$ cat config.mk
export PLATFORM = sky130hd
export DESIGN_NAME = stepper_driver_status_bank
export DESIGN_NICKNAME = d
export VERILOG_FILES = /design/src/hw/stepper_status_pkg.sv /design/src/hw/fault_sync_if.sv /design/src/hw/stepper_driver_status_bank.sv /design/src/hw/fault_synchronizer.sv
export SDC_FILE = /design/constraint.sdc
export NUM_CORES = 1
export LEC_CHECK = 0
export ABC_AREA = 0
export ABC_CLOCK_PERIOD_IN_PS = 1100
export BUFFER_PORTS_ARGS = -buffer_cell sky130_fd_sc_hd__buf_4
export CORE_MARGIN = 2
export CORE_UTILIZATION = 35
export CTS_CLUSTER_DIAMETER = 200
export DETAILED_ROUTE_END_ITERATION = 7
export GPL_TIMING_DRIVEN = 0
export PLACE_DENSITY = 0.66
export SLEW_MARGIN = 10
export SYNTH_ARGS = -nofsm -noshare
export SYNTH_HDL_FRONTEND = slang
export SYNTH_SLANG_ARGS = --single-unit
export TNS_END_PERCENT = 30
$ cat constraint.sdc
create_clock -name clock -period 1.1 [get_ports clock]
set_input_delay 0.275 -clock clock [delete_from_list [all_inputs] [get_ports clock]]
set_output_delay 0.275 -clock clock [all_outputs]
set_load 0.01 [all_outputs]
$ cat src/hw/stepper_status_pkg.sv
package stepper_status_pkg;

    localparam int unsigned ADDR_W    = 8;
    localparam int unsigned DATA_W    = 8;
    localparam int unsigned STEP_W    = 7;
    localparam int unsigned SYNC_W    = 13;

    localparam logic [ADDR_W-1:0] FAULT_AND_WATCHDOG_STATUS_OFS = 8'h04;
    localparam logic [ADDR_W-1:0] PHASE_X_OVERCURRENT_STATUS_OFS = 8'h05;
    localparam logic [ADDR_W-1:0] PHASE_Y_OVERCURRENT_STATUS_OFS = 8'h06;
    localparam logic [ADDR_W-1:0] STEP_POSITION_STATUS_OFS       = 8'h07;

    localparam logic [DATA_W-1:0] STATUS_RESET = 8'h00;
    localparam logic [STEP_W-1:0] STEP_RESET   = 7'h00;
    localparam logic [3:0]        OVC_RESET    = 4'h0;

    localparam int unsigned PARITY_BIT = 7;
    localparam int unsigned WARN_BIT     = 6;
    localparam int unsigned PUMP_BIT     = 5;
    localparam int unsigned DOG_BIT      = 4;
    localparam int unsigned COIL_X_BIT   = 3;
    localparam int unsigned COIL_Y_BIT   = 2;
    localparam int unsigned OVC_LSB      = 3;
    localparam int unsigned SHUTDOWN_BIT = 2;

    localparam int unsigned S_WARN     = 0;
    localparam int unsigned S_PUMP     = 1;
    localparam int unsigned S_COIL_X   = 2;
    localparam int unsigned S_COIL_Y   = 3;
    localparam int unsigned S_OVCX     = 4;
    localparam int unsigned S_OVCY     = 8;
    localparam int unsigned S_SHUTDOWN = 12;

    localparam logic [SYNC_W-1:0] SYNC_RESET = 13'h0000;

endpackage : stepper_status_pkg

$ cat src/hw/fault_sync_if.sv
`timescale 1ns/1ps
interface fault_sync_if;
    logic [stepper_status_pkg::SYNC_W-1:0] raw;
    logic [stepper_status_pkg::SYNC_W-1:0] synced;

    modport syncer
    (
        input  raw,
        output synced
    );
    modport user
    (
        output raw,
        input  synced
    );
endinterface : fault_sync_if

$ cat src/hw/stepper_driver_status_bank.sv
`timescale 1ns/1ps
module stepper_driver_status_bank
(
    input  wire logic                                   clock,
    input  wire logic                                   resetn,
    input  wire logic                                   regRead,
    input  wire logic [stepper_status_pkg::ADDR_W-1:0]  regAddr,
    output logic      [stepper_status_pkg::DATA_W-1:0]  readData,
    output logic                                        readValid,
    input  wire logic                                   thermal_warning_flag,
    input  wire logic                                   charge_pump_failure_flag,
    input  wire logic                                   open_coil_x_flag,
    input  wire logic                                   open_coil_y_flag,
    input  wire logic                                   overcurrent_x_pos_top,
    input  wire logic                                   overcurrent_x_pos_bottom,
    input  wire logic                                   overcurrent_x_neg_top,
    input  wire logic                                   overcurrent_x_neg_bottom,
    input  wire logic                                   overcurrent_y_pos_top,
    input  wire logic                                   overcurrent_y_pos_bottom,
    input  wire logic                                   overcurrent_y_neg_top,
    input  wire logic                                   overcurrent_y_neg_bottom,
    input  wire logic                                   thermal_shutdown_flag,
    input  wire logic                                   watchdogExpired,
    input  wire logic                                   watchdogEnableWriteZero,
    input  wire logic [stepper_status_pkg::STEP_W-1:0]  micro_step_position,
    output logic                                        watchdog_event_flag
);
    // All state of the bank outside the two synchroniser stages in u_sync lives in one register, so reset covers every bit at once.
    typedef struct packed
    {
        logic [3:0]                              ovcX;
        logic [3:0]                              ovcY;
        logic                                    hotStop;
        logic                                    dogEvent;
        logic [stepper_status_pkg::DATA_W-1:0]   rdata;
        logic                                    rvalid;
    } bank_s;

    bank_s state_q;
    bank_s state_d;

    fault_sync_if faults ();

    // Each fault lands on its named lane, so the lane map lives in one place only.
    always_comb
    begin
        faults.raw                                     = stepper_status_pkg::SYNC_RESET;
        faults.raw[stepper_status_pkg::S_WARN]         = thermal_warning_flag;
        faults.raw[stepper_status_pkg::S_PUMP]         = charge_pump_failure_flag;
        faults.raw[stepper_status_pkg::S_COIL_X]       = open_coil_x_flag;
        faults.raw[stepper_status_pkg::S_COIL_Y]       = open_coil_y_flag;
        faults.raw[stepper_status_pkg::S_OVCX]         = overcurrent_x_pos_top;
        faults.raw[stepper_status_pkg::S_OVCX+1]       = overcurrent_x_pos_bottom;
        faults.raw[stepper_status_pkg::S_OVCX+2]       = overcurrent_x_neg_top;
        faults.raw[stepper_status_pkg::S_OVCX+3]       = overcurrent_x_neg_bottom;
        faults.raw[stepper_status_pkg::S_OVCY]         = overcurrent_y_pos_top;
        faults.raw[stepper_status_pkg::S_OVCY+1]       = overcurrent_y_pos_bottom;
        faults.raw[stepper_status_pkg::S_OVCY+2]       = overcurrent_y_neg_top;
        faults.raw[stepper_status_pkg::S_OVCY+3]       = overcurrent_y_neg_bottom;
        faults.raw[stepper_status_pkg::S_SHUTDOWN]     = thermal_shutdown_flag;
    end

    fault_synchronizer u_sync
    (
        .clock  (clock),
        .resetn (resetn),
        .bus    (faults.syncer)
    );

    logic [3:0]                            ovcXNow;
    logic [3:0]                            ovcYNow;
    logic [stepper_status_pkg::DATA_W-1:0] word0;
    logic [stepper_status_pkg::DATA_W-1:0] word1;
    logic [stepper_status_pkg::DATA_W-1:0] word2;
    logic [stepper_status_pkg::DATA_W-1:0] word3;
    logic [stepper_status_pkg::DATA_W-1:0] readWord;
    logic                                  clearX;
    logic                                  clearY;

    // Parity is worked out from the value handed back, never stored beside it.
    function automatic logic [stepper_status_pkg::DATA_W-1:0] with_parity
    (
        input logic [stepper_status_pkg::DATA_W-2:0] body
    );
        return {^body, body};
    endfunction : with_parity

    // Bit order inside each nibble is top-positive, bottom-positive, top-negative, bottom-negative.
    always_comb
    begin
        ovcXNow[3] = faults.synced[stepper_status_pkg::S_OVCX];
        ovcXNow[2] = faults.synced[stepper_status_pkg::S_OVCX+1];
        ovcXNow[1] = faults.synced[stepper_status_pkg::S_OVCX+2];
        ovcXNow[0] = faults.synced[stepper_status_pkg::S_OVCX+3];
        ovcYNow[3] = faults.synced[stepper_status_pkg::S_OVCY];
        ovcYNow[2] = faults.synced[stepper_status_pkg::S_OVCY+1];
        ovcYNow[1] = faults.synced[stepper_status_pkg::S_OVCY+2];
        ovcYNow[0] = faults.synced[stepper_status_pkg::S_OVCY+3];
    end

    always_comb
    begin
        word0 = stepper_status_pkg::STATUS_RESET;
        word0[stepper_status_pkg::WARN_BIT]   = faults.synced[stepper_status_pkg::S_WARN];
        word0[stepper_status_pkg::PUMP_BIT]   = faults.synced[stepper_status_pkg::S_PUMP];
        word0[stepper_status_pkg::DOG_BIT]    = state_q.dogEvent;
        word0[stepper_status_pkg::COIL_X_BIT] = faults.synced[stepper_status_pkg::S_COIL_X];
        word0[stepper_status_pkg::COIL_Y_BIT] = faults.synced[stepper_status_pkg::S_COIL_Y];
        word0 = with_parity(word0[6:0]);

        word1 = stepper_status_pkg::STATUS_RESET;
        word1[stepper_status_pkg::OVC_LSB +: 4] = state_q.ovcX;
        word1 = with_parity(word1[6:0]);

        word2 = stepper_status_pkg::STATUS_RESET;
        word2[stepper_status_pkg::OVC_LSB +: 4]      = state_q.ovcY;
        word2[stepper_status_pkg::SHUTDOWN_BIT]      = state_q.hotStop;
        word2 = with_parity(word2[6:0]);

        word3 = with_parity(micro_step_position);
    end

    // Decode is kept apart from the latch update; an unmapped address reads as zero.
    always_comb
    begin
        readWord = stepper_status_pkg::STATUS_RESET;
        clearX   = 1'b0;
        clearY   = 1'b0;
        unique case (regAddr)
            stepper_status_pkg::FAULT_AND_WATCHDOG_STATUS_OFS:
            begin
                readWord = word0;
            end
            stepper_status_pkg::PHASE_X_OVERCURRENT_STATUS_OFS:
            begin
                readWord = word1;
                clearX   = regRead;
            end
            stepper_status_pkg::PHASE_Y_OVERCURRENT_STATUS_OFS:
            begin
                readWord = word2;
                clearY   = regRead;
            end
            stepper_status_pkg::STEP_POSITION_STATUS_OFS:
            begin
                readWord = word3;
            end
            default:
            begin
                readWord = stepper_status_pkg::STATUS_RESET;
            end
        endcase
    end

    // A fault that arrives in the cycle of the clearing read still sets its flag.
    always_comb
    begin
        state_d          = state_q;
        state_d.rvalid   = regRead;
        state_d.ovcX     = (clearX ? stepper_status_pkg::OVC_RESET : state_q.ovcX) | ovcXNow;
        state_d.ovcY     = (clearY ? stepper_status_pkg::OVC_RESET : state_q.ovcY) | ovcYNow;
        state_d.hotStop  = (state_q.hotStop && !clearY) ||
                           faults.synced[stepper_status_pkg::S_SHUTDOWN];
        if (regRead)
        begin
            state_d.rdata = readWord;
        end
        // Reading never touches this flag, and an expiry beats a same-cycle clear.
        if (watchdogEnableWriteZero)
        begin
            state_d.dogEvent = 1'b0;
        end
        if (watchdogExpired)
        begin
            state_d.dogEvent = 1'b1;
        end
    end

    // Only power-on or hard reset reaches resetn; the watchdog reset does not.
    // A user must keep the watchdog reset off resetn, or warm and cold boots look alike.
    always_ff @(posedge clock or negedge resetn)
    begin
        if (!resetn)
        begin
            state_q.ovcX     <= stepper_status_pkg::OVC_RESET;
            state_q.ovcY     <= stepper_status_pkg::OVC_RESET;
            state_q.hotStop  <= 1'b0;
            state_q.dogEvent <= 1'b0;
            state_q.rdata    <= stepper_status_pkg::STATUS_RESET;
            state_q.rvalid   <= 1'b0;
        end
        else
        begin
            state_q <= state_d;
        end
    end

    // There is no register write port; the one write that alters the bank is watchdogEnableWriteZero, which clears the watchdog flag.
    assign readData            = state_q.rdata;
    assign readValid           = state_q.rvalid;
    assign watchdog_event_flag = state_q.dogEvent;
endmodule : stepper_driver_status_bank

$ cat src/hw/fault_synchronizer.sv
`timescale 1ns/1ps
module fault_synchronizer
(
    input  wire logic   clock,
    input  wire logic   resetn,
    fault_sync_if.syncer bus
);
    typedef struct packed
    {
        logic [stepper_status_pkg::SYNC_W-1:0] first;
        logic [stepper_status_pkg::SYNC_W-1:0] second;
    } sync_s;

    sync_s state_q;
    sync_s state_d;

    // The first stage feeds only the second, so metastability never reaches logic.
    always_comb
    begin
        state_d        = state_q;
        state_d.first  = bus.raw;
        state_d.second = state_q.first;
    end

    always_ff @(posedge clock or negedge resetn)
    begin
        if (!resetn)
        begin
            state_q <= {stepper_status_pkg::SYNC_RESET, stepper_status_pkg::SYNC_RESET};
        end
        else
        begin
            state_q <= state_d;
        end
    end

    assign bus.synced = state_q.second;
endmodule : fault_synchronizer

* After elaboration in Yosys (flattened, before gate mapping)
Cells that the tools add are included.
** Storage, ports and cells
- Flip-flop bits (word level) :: 45
- Input bits :: 33
- Output and inout bits :: 10
- Word-level logic and storage cells :: 29
** Cells by class
- Equal/unequal tests :: 4
- Muxes and demuxes :: 7
- Bitwise operators :: 2
- Reductions and logical operators :: 8
** Operators with widths (count)
- 8-bit by 3-bit == test with 1-bit output (second input constant) :: 4
- 8-bit one-hot mux with 4 select lines :: 1
- 7-bit XOR reduction :: 4
- 4-bit two-way mux :: 2
- 4-bit OR :: 2
- 1-bit two-way mux :: 4
- 2-bit nonzero test :: 1
- 1-bit logical AND :: 1
- 1-bit zero test :: 1
- 1-bit logical OR :: 1

* Depth between registers and ports, before layout
Gate-level depths: netlist of run 1.
- Depth in word-level cells :: 5
- Mapped depth :: 5
- Gate-level depth less buffers :: 5

* Modules after synthesis
A second synthesis of run 1 with hierarchy kept.
** Second synthesis, totals
- Cells, all modules :: 128
- Area, all modules :: 1737.9 um2
** Modules (own cells, without submodules)
- stepper_driver_status_bank :: times used 1, cells an instance 102, area each 1087.3 um2, sequential area each 475.5 um2
- fault_synchronizer :: times used 1, cells an instance 26, area each 650.6 um2, sequential area each 650.6 um2

* Worst setup path after synthesis of run 1
No wires, ideal clock.
- Path kind :: in2reg
- Start point :: input port regAddr[5] (netlist bit)
- End point :: register state_q, in the netlist readData[7]
- Library setup time :: 104 ps
- Data arrival time :: 1160 ps
- Path slack :: -164 ps
- Stages :: 5
- Path buffers :: 0
- Path through :: nor4_4 > and3b_4 > nand4b_4 > a2bb2oi_1 > o311ai_1
** On the way
- Longest elaborated chain between the ends :: 2
- Elaborated cells between the ends (all ways) :: 5
- Those cells by class :: 4 x eq/ne; 1 x mux
** Ends and longest elaborated chain
- start, declared :: RTL line stepper_driver_status_bank.sv:7 : input wire logic [stepper_status_pkg::ADDR_W-1:0] regAddr,
- 8-bit by 3-bit == test with 1-bit output :: RTL line stepper_driver_status_bank.sv:129 : unique case (regAddr)
- 8-bit one-hot mux with 4 select lines (*) :: RTL line stepper_driver_status_bank.sv:129
- end signal, assigned :: RTL line stepper_driver_status_bank.sv:194 : state_q <= state_d;
- end, declared :: RTL line stepper_driver_status_bank.sv:39 : bank_s state_q;
Every way passes the cells marked *; elsewhere a longest branch is shown, timed or not.
A chain may end at the register's enable or synchronous reset.

* Worst setup path in the final report of run 1
- Start point :: register state_q[13] (netlist bit)
- End point :: register state_q, in the netlist readData[7]
** On the way
- Longest elaborated chain between the ends :: 2
** Ends and longest elaborated chain
- 7-bit XOR reduction :: RTL line stepper_driver_status_bank.sv:85 : return {^body, body};
- 8-bit one-hot mux with 4 select lines :: RTL line stepper_driver_status_bank.sv:129
Every way passes these cells.

==> results.txt, run 1 <==
DIE HEIGHT - 75.0 µm
final worst slack - -186 ps
Max Clock Freq - 778 MHz
H-tree levels - 2
Final min period - 1290 ps
# setup viols final - 14
Core ar. - 4790 µm²
M1 WL - 1.20 mm
Post-Synthesis Cells - 115
Util after Layout - 49.3%
die width - 75.0 µm
Yosys cell types - 23
placed inst area - 2150 µm²
Net Sw Frac - 21.7%
Starting Density - 36.8%
#FFs+latches synth - 45
number of global-route vias before repair - 1,093
crit path launch type - flip-flop
syn nets - 148
share of layout cells above drive strength 1 - 47.3%
first-pass GRT wire length - 4.76 mm
Worst-Margin Slew - 538 ps
total chip power - 3.14 mW
gp weighted congestion - 0.786
Antenna Nets Post-Route - 0
P_leak - 1.05 nW
RSZ-0062 raised after global routing - yes
Initial DRC Count - 14
Net Switching - 0.683 mW
CP endpoint kind - flip-flop
clock share of power - 35.2%
Port Buffers - 41
Flop pwr share - 55.1%
worst skew pair latency - 280 ps
synthesized area - 1760 µm²
Pins Over Slew Limit - 0
design area - 2360 µm²
fillcell total - 427
maximum number of pins on one net before global-route repair - 46
die area - 5620 µm²
DRC Markers - 0
crit path max fanout - 2
CP arrival - 1450 ps
Pre-antenna DRT Iters - 4
YS warnings - 0
CTS Buf Count - 5
clk buf depth - 2
failing checks - setup timing
Post-Route WL - 2.98 mm
antenna violations before repair - 0
Synth-to-Final Area Change - 33.7%
Max-Cap Viols - 0
routed vias - 1,037
nets@finish - 199
CTS root buf - clkbuf_8
Worst VDD drop - 0.00107 V
number of I/O pins - 43
Final Hold Violating Endpoints - 0
DP Worst Slack - -426 ps
syn_area_per_cell - 15.3 µm²
Critical Path RT - 1260 ps
Rel. slew slack - 64.1%
met2 wire length - 1.60 mm
WS Path Type - flip-flop to flip-flop
GRT overflow - 0
wire per inst - 12.7 µm
logic gate share of total power - 9.6%
Final HPWL DP - 2.26 mm
cell row count - 25
status - finished, violations left
Storage cell area - 1130 µm²
Hold Path Class - input pin to flip-flop
DR vias/cell - 4.43
# diodes - 0
internal power - 2.46 mW
Clock Sinks - 45
clock tree from TritonCTS - done
Multi-input gate area - 547 µm²
Pwr Density - 1330 nW/µm²
clk slew on worst S/H paths - 80 ps
post-route clock skew - 5.73 ps
Max Used Layer - met4
sequential fraction of the synthesis area - 63.9%
Final Cycle Share - 117%
met3 WL - 156 µm
GRT Overall Usage - 11.7%
## power by group through the flow
stage / Combinational [mW] / Clock [mW] / Sequential [mW]
3_5_place_dp: 0.293 / 0 / 1.76
2_1_floorplan: 0.131 / 0 / 1.76
6_report: 0.302 / 1.11 / 1.73
5_1_grt: 0.330 / 1.21 / 1.74
3_3_place_gp: 0.285 / 0 / 1.76
4_1_cts: 0.306 / 1.13 / 1.73
## sequential cells by signal, summed over array words and instances (netlist names)
| register | count |
|---|---|
| state_q | 9 |
| watchdog_event_flag | 1 |
| u_sync.bus.synced | 13 |
| readValid | 1 |
| u_sync.state_d | 13 |
| readData | 8 |
## metal layers
layer	vias to the layer above	track usage (%)
met5	-	0
met4	0	4.96
met3	2	2.95
met2	28	20.0
met1	520	13.9
li1	487	-
## path summary, 6_finish.rpt
path	from	endpoint	slack (ps)	cells after the start
worst min register to register	u_sync.state_d[6]$_DFF_PN0_	u_sync.bus.synced[6]$_DFF_PN0_	350	0
worst min-delay path	thermal_warning_flag	u_sync.state_d[0]$_DFF_PN0_	100	1
worst max register to register	state_q[13]$_DFF_PN0_	readData[7]$_DFFE_PN0P_	-190	5
max in group asynchronous	resetn	watchdog_event_flag$_DFFE_PN0P_	210	2
min in group asynchronous	resetn	u_sync.bus.synced[7]$_DFF_PN0_	510	2
worst max-delay path	state_q[13]$_DFF_PN0_	readData[7]$_DFFE_PN0P_	-190	5
## critical path, stage by stage, from the launching register on
cell	delay, ps
dfrtp_1	430
xnor2_2	150
xnor2_1	160
xnor2_1	150
a2bb2oi_1	170
o311ai_1	100
## what timing repair did
action / CTS / global route
pin swaps: 7 / 2
setup buffers: 7 / 0
resized for setup: 18 / 4
hold buffers: 1 / 0
hold endpoints to repair: 45 / 0
setup endpoints to repair: 23 / 23
## stage by stage
stage / setup TNS [ps] / cells / hold WS [ps]
floorplan: -1550 / 115 / -20.6
global placement: -4480 / 223 / 286
detailed placement: -4980 / 223 / 301
CTS: -1240 / 234 / 86.2
global route: -1910 / 234 / 75.2
finish: -1130 / 234 / 95.2
## Yosys cell counts
cell type / count / share of area, %
o2bb2ai_1: 7 / 3.5
nor4_4: 1 / 1.2
a21o_1: 10 / 4.3
xnor2_1: 13 / 6.5
nor2_1: 1 / 0.21
nor2_2: 1 / 0.36
buf_4: 8 / 3.4
inv_2: 1 / 0.21
buf_6: 2 / 1.3
mux2i_1: 1 / 0.57
o311ai_1: 1 / 0.50
a2bb2oi_1: 1 / 0.50
o211ai_1: 1 / 0.43
xor2_1: 4 / 2.0
nand3_4: 1 / 0.99
nand4b_2: 1 / 0.85
nand2_1: 4 / 0.85
and3b_4: 1 / 0.71
nand4b_4: 1 / 1.3
mux4_2: 4 / 5.1
inv_1: 5 / 1.1
dfrtp_1: 45 / 64
a31oi_1: 1 / 0.36
## cells in the final DEF, fill, tap and decap left out, types with 2 or more instances in the layout
master | netlist | layout
xnor2_1 | 13 | 11
mux4_2 | 4 | 4
xnor2_2 | 0 | 2
inv_2 | 1 | 5
clkbuf_8 | 0 | 7
nand2_1 | 4 | 4
a21o_1 | 10 | 10
xor2_1 | 4 | 4
buf_6 | 2 | 17
dfrtp_1 | 45 | 44
o2bb2ai_1 | 7 | 7
buf_4 | 8 | 36
## cells by family after synthesis
logic type,count (synthesis),share of synthesized area (%)
simple gates,11,6.53
xor+xnor,17,8.45
buf+inv,16,5.96
flops,45,63.9
mux,5,5.68
compound gates,21,9.51
## cell type report
class	instances	share of cell area, %
flip-flops and latches	45	47.8
multi-input cells	54	23.2
repair buffers	49	17.6
clock buffers	7	4.09
well taps	67	3.56
plain buffers	5	2.39
inverters	6	0.955
clock inverters	1	0.372
(Power assumes the default switching activity.)
==> inputs of run 2 (changes only) <==
--- a/config.mk
+++ b/config.mk
@@ -9,11 +9,11 @@
 export ABC_CLOCK_PERIOD_IN_PS = 1100
 export BUFFER_PORTS_ARGS = -buffer_cell sky130_fd_sc_hd__buf_4
 export CORE_MARGIN = 2
-export CORE_UTILIZATION = 35
+export CORE_UTILIZATION = 47
 export CTS_CLUSTER_DIAMETER = 200
 export DETAILED_ROUTE_END_ITERATION = 7
 export GPL_TIMING_DRIVEN = 0
-export PLACE_DENSITY = 0.66
+export PLACE_DENSITY = 0.82
 export SLEW_MARGIN = 10
 export SYNTH_ARGS = -nofsm -noshare
 export SYNTH_HDL_FRONTEND = slang
==> run 2 against run 1 <==
The flow still finishes with violations (setup timing); critical path depth is the same; combinational power grew 4%; wire length shrank 2.8%; clock power shrank 12%; sequential cell count is the same; non-clock buffer count grew 4; sequential share of layout area shrank 0.23 points; sequential power is essentially flat; clock skew grew 0.73 ps; fmax shrank 0.96%; first-iteration DRC count grew to 4.6 times the previous value; largest cell class unchanged; largest power group unchanged; highest routed layer unchanged.
==> results.txt, run 2 (same netlist as run 1, synthesis figures left out) <==
status - finished, violations left (unchanged)
total chip power - 3.03 mW (was 3.14 mW)
die area - 4260 µm² (was 5620 µm²)
logic gate share of total power - 10.4% (was 9.6%)
P_leak - 1.06 nW (was 1.05 nW)
DRC Markers - 0 (unchanged)
Net Switching - 0.691 mW (was 0.683 mW)
crit path launch type - flip-flop (unchanged)
Synth-to-Final Area Change - 34.4% (was 33.7%)
share of layout cells above drive strength 1 - 48.5% (was 47.3%)
Max-Cap Viols - 0 (unchanged)
gp weighted congestion - 0.815 (was 0.786)
die width - 65.2 µm (was 75.0 µm)
Pwr Density - 1280 nW/µm² (was 1330 nW/µm²)
crit path max-delay cell type - dfrtp_1 (unchanged)
maximum number of pins on one net before global-route repair - 46 (unchanged)
Port Buffers - 41 (unchanged)
Worst VDD drop - 0.00108 V (was 0.00107 V)
Flop pwr share - 57.3% (was 55.1%)
Core ar. - 3630 µm² (was 4790 µm²)
GRT overflow - 0 (unchanged)
CTS Buf Count - 5 (unchanged)
WS Path Type - flip-flop to flip-flop (unchanged)
CTS root buf - clkbuf_8 (unchanged)
wire per inst - 13.2 µm (was 12.7 µm)
Critical Path Max Stage Delay - 400 ps (was 430 ps)
most common cell after layout, fill and taps aside - dfrtp_1 (unchanged)
CP most frequent cell - xnor2_1 (unchanged)
CP Cell Sequence - xnor2_1 -> xnor2_1 -> xnor2_1 -> a2bb2oi_1 -> o311ai_1 (was xnor2_2 -> xnor2_1 -> xnor2_1 -> a2bb2oi_1 -> o311ai_1)
Antenna Nets Post-Route - 0 (unchanged)
number of I/O pins - 43 (unchanged)
crit path max fanout - 2 (unchanged)
Rel. slew slack - 64.9% (was 64.1%)
worst skew pair latency - 300 ps (was 280 ps)
clk slew on worst S/H paths - 80 ps (about the same)
Post-Route WL - 2.90 mm (was 2.98 mm)
Worst-Margin Slew - 526 ps (was 538 ps)
GRT Overall Usage - 15.5% (was 11.7%)
setup TNS - -1170 ps (was -1130 ps)
Final min period - 1300 ps (was 1290 ps)
nets@finish - 203 (was 199)
most frequent cells in the layout - 44 x dfrtp_1, 39 x buf_4, 18 x buf_6, 12 x xnor2_1, 10 x a21o_1 (was 44 x dfrtp_1, 36 x buf_4, 17 x buf_6, 11 x xnor2_1, 10 x a21o_1)
H-tree levels - 2 (unchanged)
# diodes - 0 (unchanged)
post-route clock skew - 6.45 ps (was 5.73 ps)
cell row count - 22 (was 25)
# setup viols final - 18 (was 14)
clock tree from TritonCTS - done (unchanged)
Max Clock Freq - 770 MHz (was 778 MHz)
number of global-route vias before repair - 1,078 (was 1,093)
RSZ-0062 raised after global routing - yes (unchanged)
fillcell total - 270 (was 427)
Util after Layout - 65.2% (was 49.3%)
DR vias/cell - 4.74 (was 4.43)
clock share of power - 32.3% (was 35.2%)
clk buf depth - 2 (unchanged)
DIE HEIGHT - 65.2 µm (was 75.0 µm)
Final Hold Violating Endpoints - 0 (unchanged)
Hold Path Class - input pin to flip-flop (unchanged)
Starting Density - 48.5% (was 36.8%)
Critical Path RT - 1270 ps (was 1260 ps)
Net Sw Frac - 22.8% (was 21.7%)
final worst slack - -198 ps (was -186 ps)
first-pass GRT wire length - 4.90 mm (was 4.76 mm)
Final HPWL DP - 2.11 mm (was 2.26 mm)
antenna violations before repair - 0 (unchanged)
failing checks - setup timing (unchanged)
Pre-antenna DRT Iters - 4 (unchanged)
Clock Sinks - 45 (unchanged)
CP arrival - 1470 ps (was 1450 ps)
CP endpoint kind - flip-flop (unchanged)
Final Cycle Share - 118% (was 117%)
internal power - 2.34 mW (was 2.46 mW)
routed vias - 1,038 (was 1,037)
Initial DRC Count - 64 (was 14)
Pins Over Slew Limit - 0 (unchanged)
==> run 2: power groups by stage <==
stage	Combinational, mW	Sequential, mW	Clock [mW]
floorplan	0.131	1.76	0
global placement	0.281	1.76	0
detailed placement	0.290	1.77	0
CTS	0.302	1.73	1.02
global route	0.344	1.74	1.10
finish	0.315	1.73	0.977
==> run 2: worst max-delay path, delay by kind of cell (launching register included) <==
family	cells	cell delay, ps
AO/OA/AOI/OAI	2	280
XOR/XNOR	3	490
flip-flops	1	400
==> run 2: cell type report <==
type	instances	area (µm²)	share of cell area, %
buffer	5	56.3	2.38
clock buffer	6	72.6	3.06
clock inverter	2	15.0	0.634
inverter	6	22.5	0.951
multi-input combinational	54	566	23.9
sequential	45	1130	47.6
tap	48	60.1	2.54
timing repair buffer	53	449	19.0
==> run 2: final timing paths <==
check,slack (ps),to,cells past startpoint,startpoint
max reg2reg,-200,readData[7]$_DFFE_PN0P_,5,state_q[13]$_DFF_PN0_
min reg2reg,350,u_sync.bus.synced[11]$_DFF_PN0_,0,u_sync.state_d[11]$_DFF_PN0_
max in group asynchronous,230,watchdog_event_flag$_DFFE_PN0P_,2,resetn
min,80,u_sync.state_d[9]$_DFF_PN0_,1,overcurrent_y_pos_bottom
max,-200,readData[7]$_DFFE_PN0P_,5,state_q[13]$_DFF_PN0_
min in group asynchronous,490,readData[6]$_DFFE_PN0P_,2,resetn
==> run 2: timing repair <==
action / in CTS / in global routing
hold buffers: 1 / 0
pin swaps: 9 / 4
hold endpoints to repair: 45 / 0
setup endpoints to repair: 23 / 24
cloned: 0 / 0
setup buffers: 9 / 2
resized for setup: 12 / 14
==> run 2: layer usage <==
metal  vias to the layer above  wire [µm]  GRT usage (%)
li1                        501          -              -
met1                       500       1120           18.0
met2                        34       1560           27.0
met3                         3        174           4.97
met4                         0         38           5.47
met5                         -          0              0
==> run 2: per-stage QoR <==
stage                     setup WS [ps]  cells  area (µm²)  hold WS, ps
after floorplan                    -158    115        1760        -20.6
after global placement             -401    204        2130          280
after detailed placement           -441    204        2130          292
after CTS                          -199    217        2300         71.3
after global routing               -254    219        2370         60.4
final                              -198    219        2370         80.7
==> inputs of run 3 (changes only) <==
--- a/config.mk
+++ b/config.mk
@@ -6,14 +6,16 @@
 export NUM_CORES = 1
 export LEC_CHECK = 0
 export ABC_AREA = 0
-export ABC_CLOCK_PERIOD_IN_PS = 1100
+export ABC_CLOCK_PERIOD_IN_PS = 1200
 export BUFFER_PORTS_ARGS = -buffer_cell sky130_fd_sc_hd__buf_4
+export CELL_PAD_IN_SITES_DETAIL_PLACEMENT = 0
+export CELL_PAD_IN_SITES_GLOBAL_PLACEMENT = 1
 export CORE_MARGIN = 2
-export CORE_UTILIZATION = 47
+export CORE_UTILIZATION = 42
 export CTS_CLUSTER_DIAMETER = 200
 export DETAILED_ROUTE_END_ITERATION = 7
 export GPL_TIMING_DRIVEN = 0
-export PLACE_DENSITY = 0.82
+export PLACE_DENSITY = 0.85
 export SLEW_MARGIN = 10
 export SYNTH_ARGS = -nofsm -noshare
 export SYNTH_HDL_FRONTEND = slang
==> constraint.sdc (replaced) <==
create_clock -name clock -period 1.2 [get_ports clock]
set_input_delay 0.3 -clock clock [delete_from_list [all_inputs] [get_ports clock]]
set_output_delay 0.3 -clock clock [all_outputs]
set_load 0.01 [all_outputs]
==> run 3 against run 2 <==
The flow still finishes with violations (setup timing); sequential power decreased by 8%; final cell count unchanged; critical path depth unchanged; non-clock buffer count decreased by 2; critical path type unchanged; critical endpoint is now readData[4]$_DFFE_PN0P_; largest cell class unchanged.
==> results.txt, run 3 (same netlist as run 1, synthesis figures left out) <==
WS Path Type - flip-flop to flip-flop (unchanged)
H-tree levels - 2 (unchanged)
Max Clock Freq - 754 MHz (was 770 MHz)
worst skew pair latency - 300 ps (about the same)
Pre-antenna DRT Iters - 4 (unchanged)
Reg-to-Reg End - readData[4]$_DFFE_PN0P_ (was readData[7]$_DFFE_PN0P_)
Starting Density - 43.8% (was 48.5%)
Critical Path Max Stage Delay - 440 ps (was 400 ps)
DR vias/cell - 4.70 (was 4.74)
Initial DRC Count - 100 (was 64)
Worst VDD drop - 0.00110 V (was 0.00108 V)
# setup viols final - 8 (was 18)
worst r2r src - state_q[12]$_DFF_PN0_ (was state_q[13]$_DFF_PN0_)
reg2reg setup slack - -130 ps (was -200 ps)
die width - 68.8 µm (was 65.2 µm)
Storage cell area - 1130 µm² (unchanged)
crit path max fanout - 2 (unchanged)
# diodes - 0 (unchanged)
setup TNS - -460 ps (was -1170 ps)
total chip power - 2.82 mW (was 3.03 mW)
clk slew on worst S/H paths - 90 ps (was 80 ps)
Final Hold Violating Endpoints - 0 (unchanged)
Pwr Density - 1200 nW/µm² (was 1280 nW/µm²)
Antenna Nets Post-Route - 0 (unchanged)
min-delay src - overcurrent_y_pos_bottom (unchanged)
Max-Cap Viols - 0 (unchanged)
most common cell after layout, fill and taps aside - dfrtp_1 (unchanged)
Final HPWL DP - 2.19 mm (was 2.11 mm)
antenna violations before repair - 0 (unchanged)
CTS Buf Count - 5 (unchanged)
CP Cell Sequence - buf_4 -> buf_4 -> mux4_2 -> inv_1 -> o2bb2ai_1 (was xnor2_1 -> xnor2_1 -> xnor2_1 -> a2bb2oi_1 -> o311ai_1)
clk buf depth - 2 (unchanged)
failing checks - setup timing (unchanged)
crit path max-delay cell type - mux4_2 (was dfrtp_1)
Worst-Margin Slew - 542 ps (was 526 ps)
routed vias - 1,030 (was 1,038)
Hold Crit Depth - 1 (unchanged)
gp weighted congestion - 0.827 (was 0.815)
Hold Path Class - input pin to flip-flop (unchanged)
post-route clock skew - 7.23 ps (was 6.45 ps)
CP arrival - 1520 ps (was 1470 ps)
Final min period - 1330 ps (was 1300 ps)
CP most frequent cell - buf_4 (was xnor2_1)
RSZ-0062 raised after global routing - yes (unchanged)
first-pass GRT wire length - 4.73 mm (was 4.90 mm)
maximum number of pins on one net before global-route repair - 46 (unchanged)
Critical Path RT - 1390 ps (was 1270 ps)
Clock Sinks - 45 (unchanged)
share of layout cells above drive strength 1 - 45.6% (was 48.5%)
Multi-input gate area - 548 µm² (was 566 µm²)
Hold Path End - u_sync.state_d[9]$_DFF_PN0_ (unchanged)
Synth-to-Final Area Change - 32.8% (was 34.4%)
CTS root buf - clkbuf_8 (unchanged)
die area - 4730 µm² (was 4260 µm²)
nets@finish - 201 (was 203)
Worst Reg2Reg Path Length in Cells - 5 (unchanged)
GRT overflow - 0 (unchanged)
GRT Overall Usage - 14.1% (was 15.5%)
status - finished, violations left (unchanged)
Final Cycle Share - 111% (was 118%)
DIE HEIGHT - 68.8 µm (was 65.2 µm)
most frequent cells in the layout - 44 x dfrtp_1, 38 x buf_4, 17 x buf_6, 12 x xnor2_1, 10 x a21o_1 (was 44 x dfrtp_1, 39 x buf_4, 18 x buf_6, 12 x xnor2_1, 10 x a21o_1)
Core ar. - 4030 µm² (was 3630 µm²)
Port Buffers - 41 (unchanged)
Pins Over Slew Limit - 0 (unchanged)
CP endpoint kind - flip-flop (unchanged)
Rel. slew slack - 63.9% (was 64.9%)
number of global-route vias before repair - 1,011 (was 1,078)
fillcell total - 334 (was 270)
cell row count - 23 (was 22)
final worst slack - -126 ps (was -198 ps)
Util after Layout - 58.1% (was 65.2%)
P_leak - 1.06 nW (about the same)
crit path launch type - flip-flop (unchanged)
Post-Route WL - 2.96 mm (was 2.90 mm)
DRC Markers - 0 (unchanged)
wire per inst - 13.5 µm (was 13.2 µm)
clock tree from TritonCTS - done (unchanged)
number of I/O pins - 43 (unchanged)
## run 3: cell count changes in the layout (fill, tap and decap cells not counted), sizes merged
cell	previous run	this run
buf	57	55
clkbuf	6	5
clkinv	0	1
clkinvlp	2	1
inv	6	7
## run 3: repair_timing
| item | in CTS | in global routing |
|---|---|---|
| gates resized for setup | 15 | 4 |
| hold buffers | 1 | 0 |
| pin swaps | 3 | 9 |
| hold endpoints to repair | 37 | 0 |
| setup endpoints to repair | 14 | 18 |
| setup buffers | 5 | 2 |
## run 3: per-layer routing
layer	GRT usage [%]	wire length [µm]
met5	0	0
met4	6.86	42
met3	4.87	242
met1	17.4	1180
met2	22.0	1500
## run 3: cell type report
| class | count | share of cell area [%] |
|---|---|---|
| clock inverters | 3 | 1.07 |
| multi-input cells | 54 | 23.4 |
| well taps | 50 | 2.67 |
| clock buffers | 5 | 2.94 |
| flip-flops and latches | 45 | 48.2 |
| repair buffers | 49 | 17.4 |
| plain buffers | 7 | 3.37 |
| inverters | 6 | 0.962 |
## run 3: critical path, delay by kind of cell, from the launching register on
family / cells / cell delay (ps)
compound gates: 1 / 50
buf+inv: 3 / 330
flops: 1 / 400
mux: 1 / 440
## run 3: power by group
| group | leakage [nW] | internal (mW) | total, mW | switching [mW] |
|---|---|---|---|---|
| logic | 0.503 | 0.157 | 0.277 | 0.119 |
| clock network | 0.0447 | 0.420 | 0.955 | 0.535 |
| registers | 0.515 | 1.57 | 1.59 | 0.0218 |
| total | 1.06 | 2.14 | 2.82 | 0.676 |
## run 3: worst max path at each step
stage                                                from                      end  slack (ps)  cells past startpoint
after floorplan                                regAddr[6]    state_q[15]$_DFF_PN0_         -80                      5
after global placement                         regAddr[6]    state_q[17]$_DFF_PN0_        -340                      6
after detailed placement                       regAddr[6]    state_q[16]$_DFF_PN0_        -390                      6
after CTS                 watchdog_event_flag$_DFFE_PN0P_  readData[7]$_DFFE_PN0P_        -130                      5
after global routing                state_q[13]$_DFF_PN0_  readData[7]$_DFFE_PN0P_        -210                      5
final                               state_q[12]$_DFF_PN0_  readData[4]$_DFFE_PN0P_        -130                      5
## run 3: per-stage QoR
stage               std cells  setup slack (ps)  cell area [µm²]  hold slack (ps)
global placement          206              -337             2130              312
global route              219              -210             2340             75.2
CTS                       217              -129             2310             92.6
finish                    219              -126             2340              101
floorplan                 115             -83.4             1760             4.41
detailed placement        206              -387             2130              322
